===== src/design/dct_pkg.sv =====
// Constants for the dual countdown timer register block.
// Assumes one 200 MHz system clock and byte-wide host register access.
package dct_pkg;

	// Register addresses
	localparam logic [7:0] ADDR_RUN = 8'h0E;
	localparam logic [7:0] ADDR_A_RLD_HI = 8'h10;
	localparam logic [7:0] ADDR_A_RLD_LO = 8'h11;
	localparam logic [7:0] ADDR_A_CNT_HI = 8'h12;
	localparam logic [7:0] ADDR_A_CNT_LO = 8'h13;
	localparam logic [7:0] ADDR_B_CFG = 8'h14;
	localparam logic [7:0] ADDR_B_RLD_HI = 8'h15;
	localparam logic [7:0] ADDR_B_RLD_LO = 8'h16;
	localparam logic [7:0] ADDR_B_CNT_HI = 8'h17;
	localparam logic [7:0] ADDR_B_CNT_LO = 8'h18;

	// Field positions
	localparam int CFG_STOP_RX_BIT = 7;
	localparam int CFG_START_HI = 5;
	localparam int CFG_START_LO = 4;
	localparam int CFG_RESTART_BIT = 3;
	localparam int CFG_SRC_HI = 1;
	localparam int CFG_SRC_LO = 0;
	localparam int RUN_A_BIT = 4;
	localparam int RUN_B_BIT = 5;
	localparam int MASK_A_BIT = 0;
	localparam int MASK_B_BIT = 1;

	// Writable config bits; bits 6 and 2 are reserved
	localparam logic [7:0] CFG_WR_MASK = 8'hBB;
	localparam logic [7:0] REG_RESET = 8'h00;
	localparam logic [15:0] COUNT_ZERO = 16'h0000;
	localparam logic [15:0] COUNT_ONE = 16'h0001;

	typedef enum logic [1:0] {
		START_NONE = 2'h0,
		START_TX_END = 2'h1,
		START_TRIM = 2'h2,
		START_TRIM_UF = 2'h3
	} dct_start_e;

	typedef enum logic [1:0] {
		SRC_FAST = 2'h0,
		SRC_SLOW = 2'h1,
		SRC_TIMER_A = 2'h2,
		SRC_TIMER_C = 2'h3
	} dct_src_e;

	// Tick rates: 13.56 MHz by phase accumulation, 211.875 kHz as 13.56 MHz / 64
	localparam int CLK_KHZ = 200000;
	localparam int FAST_KHZ = 13560;
	localparam int SLOW_KHZ_X1000 = 211875;
	localparam int SLOW_DIV = (FAST_KHZ * 1000) / SLOW_KHZ_X1000;
	localparam int ACC_W = 18;
	localparam logic [ACC_W-1:0] ACC_MOD = ACC_W'(CLK_KHZ);
	localparam logic [ACC_W-1:0] ACC_STEP = ACC_W'(FAST_KHZ);
	localparam logic [5:0] SLOW_LAST = 6'(SLOW_DIV - 1);

endpackage


===== src/design/dct_tick_if.sv =====
// Carrier for the counting-rate enables between rate generator and timer logic.
// Both enables are one-cycle pulses on the system clock.
`timescale 1ns/1ps
interface dct_tick_if;
	logic fast_tick;
	logic slow_tick;
	modport src(output fast_tick, output slow_tick);
	modport dst(input fast_tick, input slow_tick);
endinterface


===== src/design/dct_rate_gen.sv =====
// Rate generator making the 13.56 MHz and 211.875 kHz tick enables.
// Assumes the system clock runs at the rate named in the package.
`timescale 1ns/1ps
module dct_rate_gen (
	// Clock and reset
	input wire logic clk,
	input wire logic arst_n,
	// Tick enables
	dct_tick_if.src ticks
);

	logic [dct_pkg::ACC_W-1:0] acc_reg;
	logic [dct_pkg::ACC_W-1:0] acc_next;
	logic [dct_pkg::ACC_W-1:0] acc_sum;
	logic [5:0] div_reg;
	logic fast_reg;
	logic slow_reg;
	logic fast_next;

	// Fractional accumulation keeps the long-term rate exact with jitter of one cycle
	assign acc_sum = acc_reg + dct_pkg::ACC_STEP;
	assign fast_next = (acc_sum >= dct_pkg::ACC_MOD);
	assign acc_next = fast_next ? acc_sum - dct_pkg::ACC_MOD : acc_sum;

	always_ff @(posedge clk or negedge arst_n) begin
		if (!arst_n) begin
			acc_reg <= '0;
			div_reg <= '0;
			fast_reg <= 1'b0;
			slow_reg <= 1'b0;
		end else begin
			acc_reg <= acc_next;
			fast_reg <= fast_next;
			slow_reg <= fast_next && (div_reg == dct_pkg::SLOW_LAST);
			if (fast_next)
				div_reg <= div_reg + 6'h01;
		end
	end

	assign ticks.fast_tick = fast_reg;
	assign ticks.slow_tick = slow_reg;
endmodule


===== src/design/dct_down_counter.sv =====
// One 16-bit down counter with reload, start, stop and underflow pulse.
// Assumes start, stop and tick are single-cycle pulses on the system clock.
`timescale 1ns/1ps
module dct_down_counter (
	// Clock and reset
	input wire logic clk,
	input wire logic arst_n,
	// Control
	input wire logic start,
	input wire logic stop,
	input wire logic tick,
	input wire logic reload_on_zero,
	input wire logic [15:0] reload,
	// State
	output logic [15:0] count,
	output logic running,
	output logic underflow
);

	logic [15:0] count_reg;
	logic [15:0] count_next;
	logic run_reg;
	logic run_next;
	logic uf_reg;
	logic step;
	logic at_zero;

	assign step = run_reg && tick && !start && !stop;
	assign at_zero = (count_reg == dct_pkg::COUNT_ZERO);
	// Start has priority: a stop in the same cycle loses
	assign count_next = start ? reload :
		(step && at_zero && reload_on_zero) ? reload :
		(step && !at_zero) ? count_reg - dct_pkg::COUNT_ONE : count_reg;
	assign run_next = start ? 1'b1 : stop ? 1'b0 :
		(step && at_zero && !reload_on_zero) ? 1'b0 : run_reg;

	always_ff @(posedge clk or negedge arst_n) begin
		if (!arst_n) begin
			count_reg <= '0;
			run_reg <= 1'b0;
			uf_reg <= 1'b0;
		end else begin
			count_reg <= count_next;
			run_reg <= run_next;
			uf_reg <= step && at_zero;
		end
	end

	assign count = count_reg;
	assign running = run_reg;
	assign underflow = uf_reg;

endmodule


===== src/design/dct_top.sv =====
// Dual countdown timer register block: timer A and timer B with host byte registers.
// Assumes host, receive and transmit events are single-cycle pulses on clk.
// What this block does
// - A start event loads timer A's counter from its two reload bytes.
// - Writing reload bytes leaves a running count alone until next start or timer B reload on zero.
// - Timer A upper count byte reads live; host avoids reading during reception.
// - Timer A lower count byte reads live; host avoids reading during reception.
// - Stop-on-receive bit stops timer B after first four received bits.
// - Oscillator trimming modes make timer B ignore stop-on-receive.
// - Autostart 00 means no autostart; 01 starts timer B at transmit end.
// - Autostart 10/11 trim: rising edge starts/stops; 10 without, 11 with underflow.
// - With reload-on-zero set, timer B reloads at zero and keeps counting.
// - With reload-on-zero clear, timer B halts at zero until next start.
// - Timer B underflows set the timer B underflow flag in every autostart mode but 10.
// - Source 00 counts at 13.56 MHz, 01 at 211.875 kHz.
// - Source 10 counts timer A underflows, 11 counts timer C underflows.
// - Timer B reload bytes are read/write and load the counter on start.
// - Timer B upper count byte reads live and read-only.
// - A run register write changes only the run bits whose matching mask bit is written one.
// - Timer B lower count byte reads live and read-only.
`timescale 1ns/1ps
module dct_top (
	// Clock and reset
	input wire logic clk,
	input wire logic arst_n,
	// Host register port
	input wire logic [7:0] reg_addr,
	input wire logic [7:0] reg_wdata,
	input wire logic reg_wr,
	input wire logic reg_rd,
	output logic [7:0] reg_rdata,
	// Frontend events
	input wire logic tx_end,
	input wire logic rx_first_bits,
	input wire logic trim_edge,
	input wire logic timer_c_underflow,
	input wire logic underflow_flag_clear,
	// Status
	output logic timer_b_underflow_flag,
	output logic timer_a_running,
	output logic timer_b_running
);

	////////////////////////////////////////////////////////////////////////////////
	// Register storage

	logic [7:0] a_rld_hi_reg;
	logic [7:0] a_rld_lo_reg;
	logic [7:0] b_cfg_reg;
	logic [7:0] b_rld_hi_reg;
	logic [7:0] b_rld_lo_reg;
	logic [7:0] rdata_reg;
	logic [7:0] rdata_next;
	logic flag_reg;
	logic flag_next;

	wire wr_run = reg_wr && (reg_addr == dct_pkg::ADDR_RUN);
	wire wr_a_hi = reg_wr && (reg_addr == dct_pkg::ADDR_A_RLD_HI);
	wire wr_a_lo = reg_wr && (reg_addr == dct_pkg::ADDR_A_RLD_LO);
	wire wr_b_cfg = reg_wr && (reg_addr == dct_pkg::ADDR_B_CFG);
	wire wr_b_hi = reg_wr && (reg_addr == dct_pkg::ADDR_B_RLD_HI);
	wire wr_b_lo = reg_wr && (reg_addr == dct_pkg::ADDR_B_RLD_LO);

	always_ff @(posedge clk or negedge arst_n) begin
		if (!arst_n) begin
			a_rld_hi_reg <= dct_pkg::REG_RESET;
			a_rld_lo_reg <= dct_pkg::REG_RESET;
			b_cfg_reg <= dct_pkg::REG_RESET;
			b_rld_hi_reg <= dct_pkg::REG_RESET;
			b_rld_lo_reg <= dct_pkg::REG_RESET;
		end else begin
			// Reload bytes feed the counters at a start event, and timer B's also at a reload on zero
			if (wr_a_hi)
				a_rld_hi_reg <= reg_wdata;
			if (wr_a_lo)
				a_rld_lo_reg <= reg_wdata;
			if (wr_b_cfg)
				b_cfg_reg <= reg_wdata & dct_pkg::CFG_WR_MASK;
			if (wr_b_hi)
				b_rld_hi_reg <= reg_wdata;
			if (wr_b_lo)
				b_rld_lo_reg <= reg_wdata;
		end
	end

	////////////////////////////////////////////////////////////////////////////////
	// Config decode and start/stop events

	wire b_stop_rx = b_cfg_reg[dct_pkg::CFG_STOP_RX_BIT];
	wire b_restart = b_cfg_reg[dct_pkg::CFG_RESTART_BIT];
	wire [1:0] b_mode_raw = b_cfg_reg[dct_pkg::CFG_START_HI:dct_pkg::CFG_START_LO];
	wire [1:0] b_src_raw = b_cfg_reg[dct_pkg::CFG_SRC_HI:dct_pkg::CFG_SRC_LO];
	dct_pkg::dct_start_e b_mode;
	dct_pkg::dct_src_e b_src;
	assign b_mode = dct_pkg::dct_start_e'(b_mode_raw);
	assign b_src = dct_pkg::dct_src_e'(b_src_raw);

	wire [15:0] a_reload = {a_rld_hi_reg, a_rld_lo_reg};
	wire [15:0] b_reload = {b_rld_hi_reg, b_rld_lo_reg};
	wire [15:0] a_count;
	wire [15:0] b_count;
	wire a_running;
	wire b_running;
	wire a_uf;
	wire b_uf;

	// Mask bits pick which run bits a write may touch
	wire a_run_ctl = wr_run && reg_wdata[dct_pkg::MASK_A_BIT];
	wire b_run_ctl = wr_run && reg_wdata[dct_pkg::MASK_B_BIT];
	wire a_start = a_run_ctl && reg_wdata[dct_pkg::RUN_A_BIT];
	wire a_stop = a_run_ctl && !reg_wdata[dct_pkg::RUN_A_BIT];

	wire b_trim = (b_mode == dct_pkg::START_TRIM) || (b_mode == dct_pkg::START_TRIM_UF);
	// Trimming: each rising edge of the slow oscillator toggles run state
	wire trim_toggle = b_trim && trim_edge;
	wire tx_start = (b_mode == dct_pkg::START_TX_END) && tx_end;
	wire rx_stop = b_stop_rx && !b_trim && rx_first_bits;
	wire b_start = (b_run_ctl && reg_wdata[dct_pkg::RUN_B_BIT]) || tx_start ||
		(trim_toggle && !b_running);
	wire b_stop = (b_run_ctl && !reg_wdata[dct_pkg::RUN_B_BIT]) || rx_stop ||
		(trim_toggle && b_running);

	////////////////////////////////////////////////////////////////////////////////
	// Counting sources

	dct_tick_if tick_if ();

	dct_rate_gen u_rate (
		.clk(clk),
		.arst_n(arst_n),
		.ticks(tick_if.src)
	);

	wire b_tick = (b_src == dct_pkg::SRC_FAST) ? tick_if.fast_tick :
		(b_src == dct_pkg::SRC_SLOW) ? tick_if.slow_tick :
		(b_src == dct_pkg::SRC_TIMER_A) ? a_uf : timer_c_underflow;

	// Timer A has no control byte here: it counts at 13.56 MHz and halts at zero
	dct_down_counter u_timer_a (
		.clk(clk),
		.arst_n(arst_n),
		.start(a_start),
		.stop(a_stop),
		.tick(tick_if.fast_tick),
		.reload_on_zero(1'b0),
		.reload(a_reload),
		.count(a_count),
		.running(a_running),
		.underflow(a_uf)
	);

	dct_down_counter u_timer_b (
		.clk(clk),
		.arst_n(arst_n),
		.start(b_start),
		.stop(b_stop),
		.tick(b_tick),
		.reload_on_zero(b_restart),
		.reload(b_reload),
		.count(b_count),
		.running(b_running),
		.underflow(b_uf)
	);

	////////////////////////////////////////////////////////////////////////////////
	// Underflow flag and read path

	// Trim without underflow keeps the flag quiet; a set beats a same-cycle clear
	wire flag_set = b_uf && (b_mode != dct_pkg::START_TRIM);
	assign flag_next = flag_set || (flag_reg && !underflow_flag_clear);

	wire [7:0] run_rd = {2'b00, b_running, a_running, 4'h0};
	// Counts are live; a read during reception may see a torn pair of bytes
	always_comb begin
		case (reg_addr)
			dct_pkg::ADDR_RUN: rdata_next = run_rd;
			dct_pkg::ADDR_A_RLD_HI: rdata_next = a_rld_hi_reg;
			dct_pkg::ADDR_A_RLD_LO: rdata_next = a_rld_lo_reg;
			dct_pkg::ADDR_A_CNT_HI: rdata_next = a_count[15:8];
			dct_pkg::ADDR_A_CNT_LO: rdata_next = a_count[7:0];
			dct_pkg::ADDR_B_CFG: rdata_next = b_cfg_reg;
			dct_pkg::ADDR_B_RLD_HI: rdata_next = b_rld_hi_reg;
			dct_pkg::ADDR_B_RLD_LO: rdata_next = b_rld_lo_reg;
			dct_pkg::ADDR_B_CNT_HI: rdata_next = b_count[15:8];
			dct_pkg::ADDR_B_CNT_LO: rdata_next = b_count[7:0];
			default: rdata_next = dct_pkg::REG_RESET;
		endcase
	end

	always_ff @(posedge clk or negedge arst_n) begin
		if (!arst_n) begin
			rdata_reg <= dct_pkg::REG_RESET;
			flag_reg <= 1'b0;
		end else begin
			flag_reg <= flag_next;
			if (reg_rd)
				rdata_reg <= rdata_next;
		end
	end

	assign reg_rdata = rdata_reg;
	assign timer_b_underflow_flag = flag_reg;
	assign timer_a_running = a_running;
	assign timer_b_running = b_running;
endmodule


===== config.mk =====
export PLATFORM = sky130hd
export DESIGN_NAME = dct_top
export DESIGN_NICKNAME = d
export VERILOG_FILES = /design/src/design/dct_pkg.sv /design/src/design/dct_tick_if.sv /design/src/design/dct_rate_gen.sv /design/src/design/dct_down_counter.sv /design/src/design/dct_top.sv
export SDC_FILE = /design/constraint.sdc
export NUM_CORES = 1
export LEC_CHECK = 0
export BUFFER_PORTS_ARGS = -buffer_cell sky130_fd_sc_hd__buf_2
export CAP_MARGIN = 30
export CORE_MARGIN = 4
export CORE_UTILIZATION = 55
export CTS_CLUSTER_DIAMETER = 100
export DETAILED_ROUTE_END_ITERATION = 7
export PLACE_DENSITY = 0.73
export REMOVE_ABC_BUFFERS = 1
export SLEW_MARGIN = 5
export SYNTH_ARGS = -nofsm -noshare
export SYNTH_HDL_FRONTEND = slang
export SYNTH_SLANG_ARGS = --single-unit

===== constraint.sdc =====
create_clock -name clk -period 3.2 [get_ports clk]
set_input_delay 0.32 -clock clk [delete_from_list [all_inputs] [get_ports clk]]
set_output_delay 0.32 -clock clk [all_outputs]
set_load 0.005 [all_outputs]

==> qor.txt <==
P&R area growth vs syn -> 9.58%
XOR/XNOR Fraction of Synth Area -> 4.97%
Routed via count -> 5028
Switching share of power -> 28.2%
Dominant combinational cell family by area after synthesis -> simple AND/OR/NAND/NOR gates
Total track usage -> 26.4%
Final Wtd Congestion -> 0.979
Compound-cell area share of the yosys netlist -> 17.7%
Critical path peak fanout -> 14
Wire length of the first global-routing pass -> 26.2 mm
Routed WL per cell -> 20.6 µm
Width of the chip -> 112 µm
Power density over the cells -> 396 mW/mm²
Most used flip-flop cell after synthesis -> sky130_fd_sc_hd__dfrtp_1
Initial antenna violation count -> 0
Non-Filler Cell Area, Final -> 0.00657 mm²
Total negative setup slack -> 0 ns
Adder-Cell Fraction of Synth Area -> 1.25%
# setup viols final -> 0
Total clock buffers created by CTS -> 9
Core area -> 0.0105 mm²
Worst slew pin tran -> 0.686 ns
Synthesized-area fraction occupied by and/or/nand/nor cells -> 18.4%
Type of destination of the critical path -> register
Sum of net half-perimeters after detailed placement -> 11.8 mm
Fraction of final layout cells sized beyond drive strength 1 -> 20.3%
FF+latch count, synth -> 106
Start of the worst register-to-register path -> u_rate.acc_reg[4]$_DFF_PN0_
Critical path class -> reg2reg
Site row count -> 37
Cells traversed along the worst timing path -> inv_1 > ha_1 > nor4b_4 > nor2_1 > ha_1 > a21o_1 > a2111oi_0 > o211ai_1 > a22oi_4 > buf_12 > mux2_2
Post-synth top area cell -> sky130_fd_sc_hd__dfrtp_1
Pin count of the biggest net entering global routing -> 44
Part of the power in combinational logic -> 10.3%
Launch point of the worst path -> u_rate.acc_reg[4]$_DFF_PN0_
Largest delay share family, worst path -> compound AO/OA/AOI/OAI gates
WL final -> 16.0 mm
Worst vdd ir -> 0.333 mV
Flop2flop setup slack -> 0.20 ns
Clock slew at the register clock pins of the worst setup and hold paths -> 0.10 ns
Post-cts sizing count -> 0
Netlist Area Pre-Place -> 0.00599 mm²
Maximum single-stage delay on the critical path -> 0.43 ns
Post-route core utilization -> 62.8%
DIE AREA -> 0.0126 mm²
Clock network latency to the later pin of the worst-skew pair -> 0.40 ns
Biggest area contributors in the synthesized netlist -> sky130_fd_sc_hd__dfrtp_1 (44%), sky130_fd_sc_hd__mux2_2 (7.5%), sky130_fd_sc_hd__nand2_1 (3.9%), sky130_fd_sc_hd__o21ai_0 (3.6%), sky130_fd_sc_hd__xnor2_1 (3.1%)
Async set-or-reset flop fraction in the synthesized netlist -> 100%
Post-route worst setup slack -> 0.200 ns
Most prevalent standard cell on the critical path -> sky130_fd_sc_hd__ha_1
Most frequent cell after synthesis -> sky130_fd_sc_hd__dfrtp_1
Status -> finished, final reports clean
TritonRoute pass-1 iters -> 7
Filler Cells Inserted -> 878
Net load switching power -> 734 µW
Data arrival, critical path -> 3.29 ns
Remaining number of nets flagged by the antenna check after routing -> 0
Clock share of power -> 33.5%
Number of nets in the final layout -> 666
Maximum achievable frequency -> 333 MHz
Iteration-0 DRC count of the detailed router -> 394
Data required time of the worst path -> 3.49 ns
Number of max-slew violations in the final report -> 0
Antenna diode count -> 0
Total number of H-tree levels -> 3
Tightest hold margin -> 0.0970 ns
Total of buffers placed on input and output ports -> 35
Clock Path Buffers -> 2
Category of the worst setup path launch point -> register
Number of instances in the synthesized netlist -> 599
Worst Hold Class -> in2reg
Hold violation count in the final report -> 0
Final clock skew -> 0.0115 ns
Number of top-level pins -> 36
Final period utilization -> 93.7%
Unique cell type count in the Yosys netlist -> 75
Number of violations of the max-capacitance limit -> 0
Average size of a mapped cell -> 10.0 µm²
CTS tree -> yes
Setup repair after global routing missed its margin -> false
Slowest cell on crit path -> sky130_fd_sc_hd__dfrtp_1
Count of clock tree sinks -> 106
Number of cells on the critical path -> 11
Remaining Overflow, GRT -> 0
Sequential fraction of the synthesis area -> 44.3%
Critical path buffer and inverter count -> 2
Yosys synthesis warning count -> 0
Starting utilization of the core area -> 57.3%
Number of global-route vias before repair -> 4896
Number of enable flip-flop cells after synthesis -> 0
Min Tclk post-route -> 3.00 ns
Detailed-route vias per instance -> 6.48
Synth top area share -> 44.3%
Multiplexer fraction of the synthesized cell area -> 10.2%
Sequential power share -> 56.2%
Worst R2R End -> u_rate.div_reg[1]$_DFFE_PN0N_
Post-synth top cells -> sky130_fd_sc_hd__dfrtp_1 (106), sky130_fd_sc_hd__nand2_1 (63), sky130_fd_sc_hd__nor2_1 (43), sky130_fd_sc_hd__o21ai_0 (43), sky130_fd_sc_hd__mux2_2 (40)
Cell leakage power -> 0.00285 µW
Last element of the critical path -> u_rate.div_reg[1]$_DFFE_PN0N_
Internal -> 1860 µW
CTS root buf -> sky130_fd_sc_hd__clkbuf_8
Rel. slew slack -> 53.7%
Die Y -> 112 µm
DRC -> 0
Depth of the worst register-to-register path -> 11
Worst setup slack after placement -> 0.0722 ns
Cell Area, Placed -> 0.00635 mm²
==> cells in the final DEF, fill, tap and decap left out, drive strengths merged, types with 6 or more instances in the layout <==
cell	Yosys	layout
a22oi	11	11
xnor2	21	21
nor3	19	19
inv	18	20
nand2	63	63
nor2	44	44
nand4	7	7
buf	16	51
mux2	40	40
ha	6	6
xor2	13	13
mux2i	14	14
and2	10	10
o21ai	44	44
nand3	17	17
a221oi	6	6
clkbuf	11	9
a21oi	20	20
dfrtp	106	106
or3	8	8
a221o	13	13
==> worst min path at each step <==
stage,startpoint,slack [ns],cells after the start,to
final,underflow_flag_clear,0.1,2,timer_b_underflow_flag$_DFF_PN0_
after floorplan,arst_n,0.02,0,a_rld_hi_reg[0]$_DFFE_PN0P_
after detailed placement,arst_n,0.34,1,a_rld_lo_reg[4]$_DFFE_PN0P_
after CTS,underflow_flag_clear,0.08,2,timer_b_underflow_flag$_DFF_PN0_
after global routing,underflow_flag_clear,0.09,2,timer_b_underflow_flag$_DFF_PN0_
after global placement,arst_n,0.34,1,a_rld_lo_reg[5]$_DFFE_PN0P_
==> through the flow <==
step	cells	total power, µW
after floorplan	572	1600
after global placement	758	1740
after detailed placement	758	1750
after CTS	775	2610
after global routing	776	2710
final	776	2600
==> timing repair <==
| action | 4_1_cts | 5_1_grt |
|---|---|---|
| endpoints found under the setup margin | 0 | 10 |
| endpoints found under the hold margin | 41 | 0 |
| setup buffers | 0 | 1 |
| hold buffers | 1 | 0 |
==> logic make-up after synthesis <==
family | after synthesis
AO/OA/AOI/OAI | 147
XOR/XNOR | 34
adder cells (fa/ha/maj) | 6
buffers and inverters | 45
flip-flops | 106
multiplexers | 55
AND/OR/NAND/NOR | 206
==> power by group through the flow <==
stage	registers (µW)	clock network (µW)	logic, µW
global placement	1490	0	256
detailed placement	1490	0	263
CTS	1460	882	265
global route	1470	942	299
finish	1460	871	267
floorplan	1460	0	144
==> cell type report <==
type / count / area (µm²) / area share, %
inverters: 18 / 67.6 / 1.03
repair buffers: 52 / 320 / 4.88
clock buffers: 9 / 124 / 1.89
flip-flops and latches: 106 / 2650 / 40.4
well taps: 136 / 170 / 2.59
multi-input cells: 448 / 3160 / 48.1
clock inverters: 7 / 76.3 / 1.16
==> per-layer routing <==
layer	GRT usage [%]	part of all wire, %
met5	0	0
met4	11.4	3.5
met3	7.60	8.8
met2	39.8	45
met1	35.7	42
No activity file was read; power rests on OpenSTA's default activity.
